===== src/hdl/uart_pkg.sv =====
// Function
// - Four modes chosen by control register; mode 1 after reset.
// - Mode 0: device masters shift clock on transmit pin, data on receive pin.
// - Mode 0 shift clock is system clock over 12 or 4, by multiproc bit.
// - Mode 1 frame: start low, eight data LSB first, stop high.
// - Transmit starts shortly after the next baud tick following a buffer write.
// - Transmit-complete flag set two cycles after stop bit driven.
// - Reception starts on falling edge only with receive enable and baud running.
// - At mid stop, accept if receive flag clear and stop valid under multiproc.
// - On accept load buffer, ninth bit flag, set receive flag; else discard.
// - After mid stop, return to hunting for a falling edge.
// - Sample ticks 7, 8, 9 of sixteen; majority of three decides.
// - Invalid start bit abandons frame, hunt resumes.
// - Modes 2 and 3: eleven bit frame with programmable ninth bit.
// - Mode 2 rate fixed from system clock; mode 3 uses the generator.
// - Generator adds 16-bit phase into 17-bit accumulator; carry is baud tick.
// - Baud tick is sixteen times the bit rate, used for oversampling.
// - Accumulator trigger divided by 4 when baud select is 0.
// - Mode 2 bit rate is system clock over 32 or 64 by baud select.
// - Interrupt from receive or transmit flag only when enabled.
package uart_pkg;
    localparam logic [2:0] ADDR_CTRL = 3'h0;
    localparam logic [2:0] ADDR_BUF = 3'h1;
    localparam logic [2:0] ADDR_MODE = 3'h2;
    localparam logic [2:0] ADDR_PHASE = 3'h3;
    // Control register fields
    localparam int CTRL_RX_FLAG = 0;
    localparam int CTRL_TX_FLAG = 1;
    localparam int CTRL_RX_NINTH = 2;
    localparam int CTRL_TX_NINTH = 3;
    localparam int CTRL_RX_EN = 4;
    localparam int CTRL_MULTIPROC = 5;
    localparam int CTRL_MODE_LO = 6;
    localparam logic [7:0] CTRL_RESET = 8'h40;
    // Mode register fields
    localparam int MODE_BAUD_SEL = 1;
    localparam int MODE_IRQ_EN = 2;
    localparam logic [7:0] MODE_RESET = 8'h00;
    localparam logic [15:0] PHASE_RESET = 16'h0000;
    localparam logic [1:0] MODE_SHIFT = 2'h0;
    localparam logic [1:0] MODE_ASYNC10 = 2'h1;
    localparam logic [1:0] MODE_FIXED11 = 2'h2;
    localparam logic [1:0] MODE_PROG11 = 2'h3;
    localparam logic [3:0] SHIFT_DIV_SLOW = 4'hb;
    localparam logic [3:0] SHIFT_DIV_FAST = 4'h3;
    localparam logic [1:0] TRIG_DIV = 2'h3;
    localparam logic [1:0] FIXED_DIV_FAST = 2'h1;
    localparam logic [1:0] FIXED_DIV_SLOW = 2'h3;
    localparam logic [3:0] SAMPLE_A = 4'h6;
    localparam logic [3:0] SAMPLE_C = 4'h8;
    localparam logic [1:0] TX_FLAG_DELAY = 2'h2;
    localparam logic [3:0] SHIFT_BITS = 4'h8;
    typedef enum logic [3:0] {
        RX_IDLE = 4'b0001,
        RX_START = 4'b0010,
        RX_DATA = 4'b0100,
        RX_STOP = 4'b1000
    } rx_state_t;
endpackage


===== src/hdl/tick_if.sv =====
`timescale 1ns/1ns
`default_nettype none
// Oversampling tick shared by transmitter and receiver
interface tick_if;
    logic tick16;
    logic running;
    modport gen (output tick16, output running);
    modport use_ (input tick16, input running);
endinterface
`default_nettype wire


===== src/hdl/baud_gen.sv =====
`timescale 1ns/1ns
`default_nettype none
module baud_gen
    import uart_pkg::*;
(
    input wire logic i_clk,
    input wire logic i_srst,
    input wire logic [1:0] i_mode,
    input wire logic i_baud_sel,
    input wire logic [15:0] i_phase,
    tick_if.gen o_tick
);
    logic [16:0] acc_ff;
    logic [1:0] trig_ff;
    logic [1:0] fix_ff;
    logic trig;
    logic [17:0] nxt_acc;
    logic carry_ff;
    logic fixed_ff;
    assign trig = i_baud_sel | (trig_ff == TRIG_DIV);
    // Full 17-bit accumulator; only the overflow past it is a tick
    assign nxt_acc = {1'b0, acc_ff} + {2'b00, i_phase};
    always_ff @(posedge i_clk) begin
        if (i_srst) trig_ff <= 2'h0;
        else trig_ff <= trig_ff + 2'h1;
    end
    // Phase accumulation, carry out is tick
    always_ff @(posedge i_clk) begin
        if (i_srst) begin
            acc_ff <= 17'h0;
            carry_ff <= 1'b0;
        end else begin
            carry_ff <= trig & nxt_acc[17];
            if (trig) acc_ff <= nxt_acc[16:0];
        end
    end
    // Fixed rate: 16 ticks per bit over 32 or 64 clocks
    always_ff @(posedge i_clk) begin
        if (i_srst || fixed_ff) fix_ff <= 2'h0;
        else fix_ff <= fix_ff + 2'h1;
    end
    always_ff @(posedge i_clk) begin
        if (i_srst) fixed_ff <= 1'b0;
        else fixed_ff <= !fixed_ff && (fix_ff == (i_baud_sel ? FIXED_DIV_FAST : FIXED_DIV_SLOW) - 2'h1);
    end
    // Mode 2 fixed, modes 1 and 3 programmable
    assign o_tick.tick16 = (i_mode == MODE_FIXED11) ? fixed_ff : carry_ff;
    assign o_tick.running = (i_mode == MODE_FIXED11) | (i_phase != 16'h0);
endmodule // baud_gen
`default_nettype wire


===== src/hdl/serial_port_uart.sv =====
// Our own choices: the address map and the strobed register port.
`timescale 1ns/1ns
`default_nettype none
module serial_port_uart
    import uart_pkg::*;
(
    input wire logic I_CLK,
    input wire logic I_SRST,
    input wire logic [2:0] I_ADDR,
    input wire logic [7:0] I_WDATA,
    input wire logic I_WR,
    input wire logic I_RD,
    output logic [7:0] O_RDATA,
    output logic O_TXD,
    input wire logic I_RXD,
    output logic O_RXD,
    output logic O_RXD_OE,
    output logic O_IRQ
);
    tick_if tk ();
    logic [7:0] ctrl_ff;
    logic [7:0] mode_ff;
    logic [15:0] phase_ff;
    logic [7:0] rx_buf_ff;
    logic [7:0] rdata_ff;
    logic [1:0] mode;
    logic wr_buf;
    // Transmit side
    logic tx_busy_ff;
    logic tx_pend_ff;
    logic [3:0] tx_tick_ff;
    logic [3:0] tx_bit_ff;
    logic [10:0] tx_shift_ff;
    logic txd_ff;
    logic [1:0] tx_done_ff;
    logic tx_set;
    logic [7:0] rx_buf_tx_ff;
    // Receive side
    rx_state_t rx_state_ff;
    logic [3:0] rx_tick_ff;
    logic [3:0] rx_bit_ff;
    logic [8:0] rx_shift_ff;
    logic [2:0] vote_ff;
    logic rxd_q_ff;
    logic rx_set;
    logic rx_accept;
    logic rx_bit;
    // Mode 0 shifter
    logic [3:0] sdiv_ff;
    logic sclk_ff;
    logic [3:0] s_cnt_ff;
    logic s_busy_ff;
    logic s_is_rx_ff;
    logic [7:0] s_shift_ff;
    logic s_done;
    logic s_clr_ff;
    logic s_data_oe_ff;

    function automatic logic majority(input logic [2:0] v);
        return (v[0] & v[1]) | (v[1] & v[2]) | (v[0] & v[2]);
    endfunction

    // Bit index of the stop bit: 10-bit frame in mode 1, 11-bit otherwise
    function automatic logic [3:0] frame_last(input logic [1:0] m);
        return (m == MODE_ASYNC10) ? 4'h9 : 4'ha;
    endfunction

    baud_gen u_baud (
        .i_clk(I_CLK),
        .i_srst(I_SRST),
        .i_mode(mode),
        .i_baud_sel(mode_ff[MODE_BAUD_SEL]),
        .i_phase(phase_ff),
        .o_tick(tk)
    );

    assign mode = ctrl_ff[CTRL_MODE_LO+1:CTRL_MODE_LO];
    assign wr_buf = I_WR && (I_ADDR == ADDR_BUF);

    // Control register; hardware set wins over software write
    always_ff @(posedge I_CLK) begin
        if (I_SRST) begin
            ctrl_ff <= CTRL_RESET;
        end else begin
            if (I_WR && I_ADDR == ADDR_CTRL) ctrl_ff <= I_WDATA;
            if (tx_set) ctrl_ff[CTRL_TX_FLAG] <= 1'b1;
            if (rx_set) ctrl_ff[CTRL_RX_FLAG] <= 1'b1;
            // Ninth bit captured on accept
            // Mode 1 keeps the voted stop bit, modes 2 and 3 the ninth bit
            if (rx_accept) ctrl_ff[CTRL_RX_NINTH] <= (mode == MODE_ASYNC10) ? rx_bit : rx_shift_ff[8];
        end
    end

    // Mode and phase registers
    always_ff @(posedge I_CLK) begin
        if (I_SRST) begin
            mode_ff <= MODE_RESET;
            phase_ff <= PHASE_RESET;
        end else if (I_WR) begin
            if (I_ADDR == ADDR_MODE) mode_ff <= I_WDATA & 8'h06;
            if (I_ADDR == ADDR_PHASE) phase_ff[7:0] <= I_WDATA;
            if (I_ADDR == ADDR_PHASE + 3'h1) phase_ff[15:8] <= I_WDATA;
        end
    end

    // Read data one cycle after strobe; unmapped reads zero
    always_ff @(posedge I_CLK) begin
        if (I_SRST) rdata_ff <= 8'h00;
        else if (I_RD) begin
            unique case (I_ADDR)
                ADDR_CTRL: rdata_ff <= ctrl_ff;
                ADDR_BUF: rdata_ff <= rx_buf_ff;
                ADDR_MODE: rdata_ff <= mode_ff;
                ADDR_PHASE: rdata_ff <= phase_ff[7:0];
                ADDR_PHASE + 3'h1: rdata_ff <= phase_ff[15:8];
                default: rdata_ff <= 8'h00;
            endcase
        end else rdata_ff <= 8'h00;
    end
    assign O_RDATA = rdata_ff;

    assign O_IRQ = mode_ff[MODE_IRQ_EN] & (ctrl_ff[CTRL_RX_FLAG] | ctrl_ff[CTRL_TX_FLAG]);

    // Wait for next baud tick after buffer write
    always_ff @(posedge I_CLK) begin
        if (I_SRST) tx_pend_ff <= 1'b0;
        else if (wr_buf && mode != MODE_SHIFT) tx_pend_ff <= 1'b1;
        else if (tk.tick16) tx_pend_ff <= 1'b0;
    end

    // Frame shifter, LSB first, start low, stop high
    always_ff @(posedge I_CLK) begin
        if (I_SRST) begin
            tx_busy_ff <= 1'b0;
            tx_tick_ff <= 4'h0;
            tx_bit_ff <= 4'h0;
            tx_shift_ff <= 11'h7ff;
            txd_ff <= 1'b1;
        end else if (!tx_busy_ff) begin
            txd_ff <= 1'b1;
            if (tx_pend_ff && tk.tick16) begin
                tx_busy_ff <= 1'b1;
                tx_tick_ff <= 4'h0;
                tx_bit_ff <= 4'h0;
                tx_shift_ff <= (mode == MODE_ASYNC10) ? {2'b11, rx_buf_tx_ff, 1'b0}
                    : {1'b1, ctrl_ff[CTRL_TX_NINTH], rx_buf_tx_ff, 1'b0};
                txd_ff <= 1'b0;
            end
        end else if (tk.tick16) begin
            tx_tick_ff <= tx_tick_ff + 4'h1;
            if (tx_tick_ff == 4'hf) begin
                tx_shift_ff <= {1'b1, tx_shift_ff[10:1]};
                tx_bit_ff <= tx_bit_ff + 4'h1;
                txd_ff <= tx_shift_ff[1];
                if (tx_bit_ff == frame_last(mode)) begin
                    tx_busy_ff <= 1'b0;
                    txd_ff <= 1'b1;
                end
            end
        end
    end

    // Transmit byte held separately from the receive buffer
    always_ff @(posedge I_CLK) begin
        if (I_SRST) rx_buf_tx_ff <= 8'h00;
        else if (wr_buf) rx_buf_tx_ff <= I_WDATA;
    end

    // Flag two cycles after stop bit placed
    // Armed on the very edge that puts the stop bit on the pin
    always_ff @(posedge I_CLK) begin
        if (I_SRST) tx_done_ff <= 2'h0;
        else if (tx_busy_ff && tk.tick16 && tx_tick_ff == 4'hf
                 && tx_bit_ff == frame_last(mode) - 4'h1) tx_done_ff <= TX_FLAG_DELAY;
        else if (tx_done_ff != 2'h0) tx_done_ff <= tx_done_ff - 2'h1;
    end
    assign tx_set = (tx_done_ff == 2'h1) | (s_done & ~s_is_rx_ff);

    // Receive line history for edge detection
    always_ff @(posedge I_CLK) begin
        if (I_SRST) rxd_q_ff <= 1'b1;
        else rxd_q_ff <= I_RXD;
    end

    assign rx_bit = majority(vote_ff);
    always_ff @(posedge I_CLK) begin
        if (I_SRST) vote_ff <= 3'h7;
        else if (tk.tick16 && rx_tick_ff >= SAMPLE_A && rx_tick_ff <= SAMPLE_C)
            vote_ff <= {vote_ff[1:0], I_RXD};
    end

    assign rx_accept = (rx_state_ff == RX_STOP) && tk.tick16 && (rx_tick_ff == SAMPLE_C + 4'h1)
        && !ctrl_ff[CTRL_RX_FLAG] && (!ctrl_ff[CTRL_MULTIPROC] || rx_bit);
    assign rx_set = rx_accept | (s_done & s_is_rx_ff);

    // Receiver state machine
    always_ff @(posedge I_CLK) begin
        if (I_SRST) begin
            rx_state_ff <= RX_IDLE;
            rx_tick_ff <= 4'h0;
            rx_bit_ff <= 4'h0;
            rx_shift_ff <= 9'h000;
        end else begin
            unique case (rx_state_ff)
                RX_IDLE: begin
                    rx_tick_ff <= 4'h0;
                    rx_bit_ff <= 4'h0;
                    // Falling edge with enable and generator running
                    if (mode != MODE_SHIFT && ctrl_ff[CTRL_RX_EN] && tk.running && rxd_q_ff && !I_RXD)
                        rx_state_ff <= RX_START;
                end
                RX_START: if (tk.tick16) begin
                    rx_tick_ff <= rx_tick_ff + 4'h1;
                    if (rx_tick_ff == SAMPLE_C + 4'h1 && rx_bit) rx_state_ff <= RX_IDLE;
                    if (rx_tick_ff == 4'hf) rx_state_ff <= RX_DATA;
                end
                RX_DATA: if (tk.tick16) begin
                    rx_tick_ff <= rx_tick_ff + 4'h1;
                    if (rx_tick_ff == SAMPLE_C + 4'h1) begin
                        rx_shift_ff <= {rx_bit, rx_shift_ff[8:1]};
                        rx_bit_ff <= rx_bit_ff + 4'h1;
                    end
                    if (rx_tick_ff == 4'hf && rx_bit_ff == frame_last(mode) - 4'h1)
                        rx_state_ff <= RX_STOP;
                end
                RX_STOP: if (tk.tick16) begin
                    rx_tick_ff <= rx_tick_ff + 4'h1;
                    // Back to hunting after mid stop
                    if (rx_tick_ff == SAMPLE_C + 4'h1) rx_state_ff <= RX_IDLE;
                end
            endcase
        end
    end

    // Buffer load on accept; mode 0 receive too
    always_ff @(posedge I_CLK) begin
        if (I_SRST) rx_buf_ff <= 8'h00;
        else if (rx_accept && mode == MODE_ASYNC10) rx_buf_ff <= rx_shift_ff[8:1];
        else if (rx_accept) rx_buf_ff <= rx_shift_ff[7:0];
        else if (s_done && s_is_rx_ff) rx_buf_ff <= s_shift_ff;
    end

    // Shift clock divider, 12 or 4
    always_ff @(posedge I_CLK) begin
        if (I_SRST || !s_busy_ff) sdiv_ff <= 4'h0;
        else if (sdiv_ff == (ctrl_ff[CTRL_MULTIPROC] ? SHIFT_DIV_FAST : SHIFT_DIV_SLOW)) sdiv_ff <= 4'h0;
        else sdiv_ff <= sdiv_ff + 4'h1;
    end

    // Mode 0 master shifter, eight bits LSB first
    assign s_done = s_busy_ff && s_cnt_ff == SHIFT_BITS;
    always_ff @(posedge I_CLK) begin
        if (I_SRST) begin
            s_busy_ff <= 1'b0;
            s_is_rx_ff <= 1'b0;
            s_cnt_ff <= 4'h0;
            s_shift_ff <= 8'h00;
            sclk_ff <= 1'b1;
            s_data_oe_ff <= 1'b0;
            s_clr_ff <= 1'b0;
        end else begin
            s_clr_ff <= ctrl_ff[CTRL_RX_FLAG];
            if (!s_busy_ff) begin
                sclk_ff <= 1'b1;
                s_cnt_ff <= 4'h0;
                s_data_oe_ff <= 1'b0;
                if (mode == MODE_SHIFT && wr_buf) begin
                    s_busy_ff <= 1'b1;
                    s_is_rx_ff <= 1'b0;
                    s_shift_ff <= I_WDATA;
                    s_data_oe_ff <= 1'b1;
                end else if (mode == MODE_SHIFT && ctrl_ff[CTRL_RX_EN] && !ctrl_ff[CTRL_RX_FLAG] && !s_clr_ff) begin
                    s_busy_ff <= 1'b1;
                    s_is_rx_ff <= 1'b1;
                end
            end else if (s_done) begin
                s_busy_ff <= 1'b0;
                s_data_oe_ff <= 1'b0;
            end else if (sdiv_ff == 4'h1) begin
                sclk_ff <= 1'b0;
            end else if (sdiv_ff == 4'h0 && !sclk_ff) begin
                // Rising shift clock: data sampled and advanced
                sclk_ff <= 1'b1;
                s_shift_ff <= {s_is_rx_ff ? I_RXD : 1'b1, s_shift_ff[7:1]};
                s_cnt_ff <= s_cnt_ff + 4'h1;
            end
        end
    end

    // Pins: mode 0 puts shift clock on transmit line
    assign O_TXD = (mode == MODE_SHIFT) ? sclk_ff : txd_ff;
    assign O_RXD = s_shift_ff[0];
    assign O_RXD_OE = (mode == MODE_SHIFT) & s_data_oe_ff & ~s_is_rx_ff;
endmodule // serial_port_uart
`default_nettype wire


===== config.mk =====
export PLATFORM = sky130hd
export DESIGN_NAME = serial_port_uart
export DESIGN_NICKNAME = d
export VERILOG_FILES = /design/src/hdl/uart_pkg.sv /design/src/hdl/tick_if.sv /design/src/hdl/baud_gen.sv /design/src/hdl/serial_port_uart.sv
export SDC_FILE = /design/constraint.sdc
export NUM_CORES = 1
export LEC_CHECK = 0
export BUFFER_PORTS_ARGS = -buffer_cell sky130_fd_sc_hd__buf_4
export CORE_UTILIZATION = 40
export DETAILED_ROUTE_END_ITERATION = 6
export PLACE_DENSITY = 0.67
export SLEW_MARGIN = 20
export SYNTH_ARGS = -nofsm -noshare
export SYNTH_HDL_FRONTEND = slang
export SYNTH_SLANG_ARGS = --single-unit

===== constraint.sdc =====
create_clock -name I_CLK -period 4.3 [get_ports I_CLK]
set_input_delay 1.075 -clock I_CLK [delete_from_list [all_inputs] [get_ports I_CLK]]
set_output_delay 1.075 -clock I_CLK [all_outputs]
set_load 0.01 [all_outputs]

* Word level (Yosys, flattened, before mapping)
Cells that the tools add are included.
** Storage, ports and cells
- Output and inout bits :: 12
- Word-level logic and storage cells :: 252
- Input port bits :: 16
- Bits in registers :: 143
** Cells by class
- Equality and inequality tests :: 37
- Bitwise logic cells :: 21
- Mux-type cells :: 70
- Add/subtract/negate cells :: 12
- $lt $le $gt $ge :: 2
- Reduce and logical (&&, ||, !) cells :: 73
** Operators by type and width (count)
- 2-to-1 mux 4 bit :: 18
- 2-to-1 mux 8 bit :: 8
- 2-to-1 mux 11 bit :: 4
- one-hot mux 8 bit (5 select lines) :: 1
- 2-to-1 mux 1 bit :: 30
- logical AND 1 bit :: 28
- adder 4 x 1 -> 4 bit, second input constant :: 6
- nonzero test 2 bit :: 12
- equality test 4 bit, second input constant :: 5
- adder 17 x 16 -> 18 bit :: 1
- inequality test 2 bit, second input constant :: 9
- equality test 4 bit :: 4
- one-hot mux 4 bit (2 select lines) :: 2
- one-hot mux 4 bit (4 select lines) :: 1
- nonzero test 16 bit :: 1
- AND reduction 2 bit :: 7
- AND reduction 3 bit :: 4
- 2-to-1 mux 10 bit :: 1
- inequality test 2 x 1 -> 1 bit, second input constant :: 5
- AND 1 bit :: 9
- equality test 4 x 1 -> 1 bit, second input constant :: 2
- 2-to-1 mux 2 bit :: 4
- OR reduction 2 bit :: 4
- zero test 1 bit :: 7
- 25 further kinds :: 42

* Depth between registers and ports, before layout
- Word-level depth :: 8
- Depth in mapped cells :: 8
- Mapped depth without buffers :: 8

* Hierarchy
From an unflattened synthesis, not the netlist that was laid out.
** Unflattened totals
- Cells, all modules :: 836
- Area, all modules :: 7290.7 um^2
** Modules (own cells, without submodules)
- serial_port_uart :: instances 1, area each 5572.8 um^2, cells each 630
- baud_gen :: instances 1, area each 1717.9 um^2, cells each 206

* Worst setup path after synthesis
No wires, ideal clock.
- Path type :: input port to flip-flop
- From :: input I_ADDR[1]
- To :: register s_shift_ff[4]
- Arrival time :: 2417 ps
- Slack :: 1798 ps
- Stages :: 7
- Data required time :: 4214 ps
- Library setup time :: 86 ps
- Cells stage by stage :: buf_2 > nand3b_2 > or3_1 > o21ai_2 > buf_4 > nor2_1 > a211oi_1
** Between the ends
- Longest elaborated chain between the ends :: 5
** RTL lines
- start, declared :: line serial_port_uart.sv:9 : input wire logic [2:0] I_ADDR,
- equality test 3 x 1 -> 1 bit :: line serial_port_uart.sv:78 : assign wr_buf = I_WR && (I_ADDR == ADDR_BUF);
- logical AND 1 bit :: line serial_port_uart.sv:78
- logical AND 1 bit :: line serial_port_uart.sv:267 : if (mode == MODE_SHIFT && wr_buf) begin
- nonzero test 2 bit (no line)
- AND reduction 4 bit (no line)
- end signal, assigned :: line serial_port_uart.sv:284 : s_shift_ff <= {s_is_rx_ff ? I_RXD : 1'b1, s_shift_ff[7:1]};
- end, declared :: line serial_port_uart.sv:54 : logic [7:0] s_shift_ff;
No other way between the ends.
A chain may end at the register's enable or synchronous reset.

* Final worst setup path
- From :: register phase_ff[0]
- To :: register u_baud.acc_ff[16]
** Between the ends
- Longest elaborated chain between the ends :: 1
** RTL lines
- start, declared :: line serial_port_uart.sv:23 : logic [15:0] phase_ff;
- start signal, assigned :: line serial_port_uart.sv:98 : phase_ff <= PHASE_RESET;
- start signal, assigned :: line serial_port_uart.sv:101 : if (I_ADDR == ADDR_PHASE) phase_ff[7:0] <= I_WDATA;
- adder 17 x 16 -> 18 bit :: line baud_gen.sv:22 : assign nxt_acc = {1'b0, acc_ff} + {2'b00, i_phase};
- end signal, assigned :: line baud_gen.sv:34 : if (trig) acc_ff <= nxt_acc[16:0];
- end, declared :: line baud_gen.sv:13 : logic [16:0] acc_ff;
No other way between the ends.

==> reports/results.ini <==
[floorplanning]
dieWidth_um = 134.4
ioPinCount = 28
fp-row-count = 48
design.die.area_um2 = 18050
start_util_pct = 40.79
die_h_um = 134.4
core_um2 = 17180

[cts]
cts_hold_buf = 0
clk_pin_slew_ns = 0.06
numCtsBuffers = 17
cts.sinks = 141
clk_latency_ns = 0.42
cts_setup_buffers = 0
cts_buffer_depth = 2
cts_tree = built
cts_root_buf = clkbuf_16
h-tree-depth = 4
cts_resized = 0

[pwr]
seqPwrFrac_pct = 45.0
combPwrFrac_pct = 4.6
p_leak_nw = 2.958
cellPowerDensity_nw_per_um2 = 373.9
power_switching_mw = 0.6604
vdd_drop_max_mv = 0.2322
clkPwrFrac_pct = 50.4
p_int_mw = 2.314
p_sw_share_pct = 22.20
total_power_mw = 2.974

[final_layout]
antenna_cells = 0
layout_commonest_cell = dfxtp_1
areaGrowthSynthToFinish_pct = 13.54
final_cell_mix = dfxtp_1, nand2_1, nor2_1, a21oi_1, mux2i_1
stdcell_count = 1076
drive_above_1_share_pct = 11.63
nNetsFinal = 883
stdcell_area_um2 = 7955
fin_util_pct = 46.31

[setup_path]
path_max_fanout = 4
endpoint_kind = register
start_kind = register
worstRegToRegCells = 8
worstPathArrival_ns = 3.10
worstPathRequired_ns = 4.61
crit_type = reg -> reg

[logic_synthesis]
syn-num-nets = 873
synth.avg_cell_area_um2 = 8.462
synth_top_cell_by_area = dfxtp_1
synth_edf_count = 0
ys_types = 77
ys_seq_area_share_pct = 40.29
async_reset_ff_share_pct = 0
netlist_top_cells_area = dfxtp_1, nand2_1, nor2_1
synthesis.area_um2 = 7007
syn-instance-count = 828
yosys.area.top_type_share_pct = 40.29
synthFlopType = dfxtp_1
synth-seq-cells = 141
synth-warning-count = 0

[sta]
hold_slack_ns = 0.4232
fmax_ghz = 0.3582
max-slew-margin-rel_pct = 34.41
tns_ns = 0
post-route-period-util_pct = 64.93
finalWorstSetupSlack_ns = 1.508
post-route-min-period_ns = 2.792
finalHoldViolations = 0
skew_ns = 0.007276
slew_violations = 0
setup_viol_count_final = 0
worst_slew_pin_slew_ns = 0.9702
rsz0062_at_grt = false

[drt]
firstDrtPassIters = 6
drcViolationCount = 0
vias_per_cell = 5.392
vias = 5802
wirelength_um = 16650
wl_per_cell_um = 15.47
drt_iter0_drc = 516
antenna_left = 0

[global_route]
first_global_vias = 5156
grt_pass1_wl_um = 26880
grt_max_degree = 69
grt_antenna_before_repair = 0
grt_usage_pct = 19.14
overflow = 0

[outcome]
status = finished clean

[min_path]
hold_class = reg -> reg
holdPathStages = 1

[place]
place.gp.congestion = 0.8395
hpwl_um = 11490
dpl_cell_area_um2 = 7352
portBuffers = 27
dp_slack_ns = 1.436
dp.cells = 1044

[flow_run]
maxCapViolCount = 0

## final timing paths
check	from	end	slack, ns
min reg2reg	u_baud.trig_ff[0]$_SDFF_PP0_	u_baud.trig_ff[0]$_SDFF_PP0_	0.42
min	u_baud.trig_ff[0]$_SDFF_PP0_	u_baud.trig_ff[0]$_SDFF_PP0_	0.42
max reg2reg	phase_ff[0]$_SDFFE_PP0P_	u_baud.acc_ff[16]$_SDFFE_PP0P_	1.51
max	phase_ff[0]$_SDFFE_PP0P_	u_baud.acc_ff[16]$_SDFFE_PP0P_	1.51
## metal layers
layer  up-vias  wire (um)  GRT usage [%]
li1       2961          -              -
met1      2690       8180          26.64
met2       131       7384          28.96
met3        20        855          4.497
met4         0        228          6.305
met5         -          0              0
## kinds of logic (layout without fill, tap and decap cells)
logic type | after synthesis | after routing | synth area share [%]
and+or+nand+nor | 331 | 331 | 22.46
AOI/OAI and AO/OA | 191 | 191 | 17.54
DFF | 141 | 141 | 40.29
buffers and inverters | 59 | 82 | 3.482
muxes | 51 | 51 | 7.571
adders and majority gates | 30 | 30 | 5.429
xor gates and xnor gates | 25 | 25 | 3.232
## cell usage after synthesis (all sizes together), types with 9 or more instances
cell type and count:
a211oi 31, mux2 13, inv 17, dfxtp 141, and2 10, a21oi 74
clkbuf 31, nor2 105, nand3 17, nor4 11, a31oi 15, nand2 117
xnor2 15, o21ai 26, ha 28, xor2 10, mux2i 38, buf 10
nor2b 9, nor3 17
## sequential cells by signal (all words and copies together) (netlist names), 2 cells and up
| signal | count |
|---|---|
| vote_ff | 3 |
| s_cnt_ff | 4 |
| tx_done_ff | 2 |
| s_shift_ff | 8 |
| mode_ff | 2 |
| tx_shift_ff | 9 |
| u_baud.trig_ff | 2 |
| rx_state_ff | 4 |
| rx_tick_ff | 4 |
| phase_ff | 16 |
| rx_bit_ff | 4 |
| ctrl_ff | 8 |
| tx_bit_ff | 4 |
| O_RDATA | 8 |
| rx_shift_ff | 9 |
| rx_buf_tx_ff | 8 |
| u_baud.acc_ff | 17 |
| tx_tick_ff | 4 |
| rx_buf_ff | 8 |
| u_baud.fix_ff | 2 |
| sdiv_ff | 4 |
## power groups by stage
stage               logic, mW  registers, mW  clock network (mW)
finish                  0.138           1.34                1.50
CTS                     0.137           1.34                1.52
floorplan              0.0939           1.36                   0
global placement        0.136           1.37                   0
detailed placement      0.136           1.37                   0
global route            0.152           1.34                1.58
## critical path: stages (launching register included)
cell and delay, ns:
dfxtp_1 0.40, ha_1 0.23, fa_1 0.24, a211o_1 0.17
nand2_1 0.14, a2111oi_0 0.72, o21ai_0 0.24, a21oi_1 0.20
mux2_2 0.34
## cell type report
cell class                 count  area (um2)
clock buffer                  22       464.2
fill                        1660        9221
timing repair buffer          32       240.2
multi-input combinational    628        3940
clock inverter                10       138.9
inverter                      18       67.56
tap                          225       281.5
sequential                   141        2823
No activity file was read; power rests on OpenSTA's default activity.
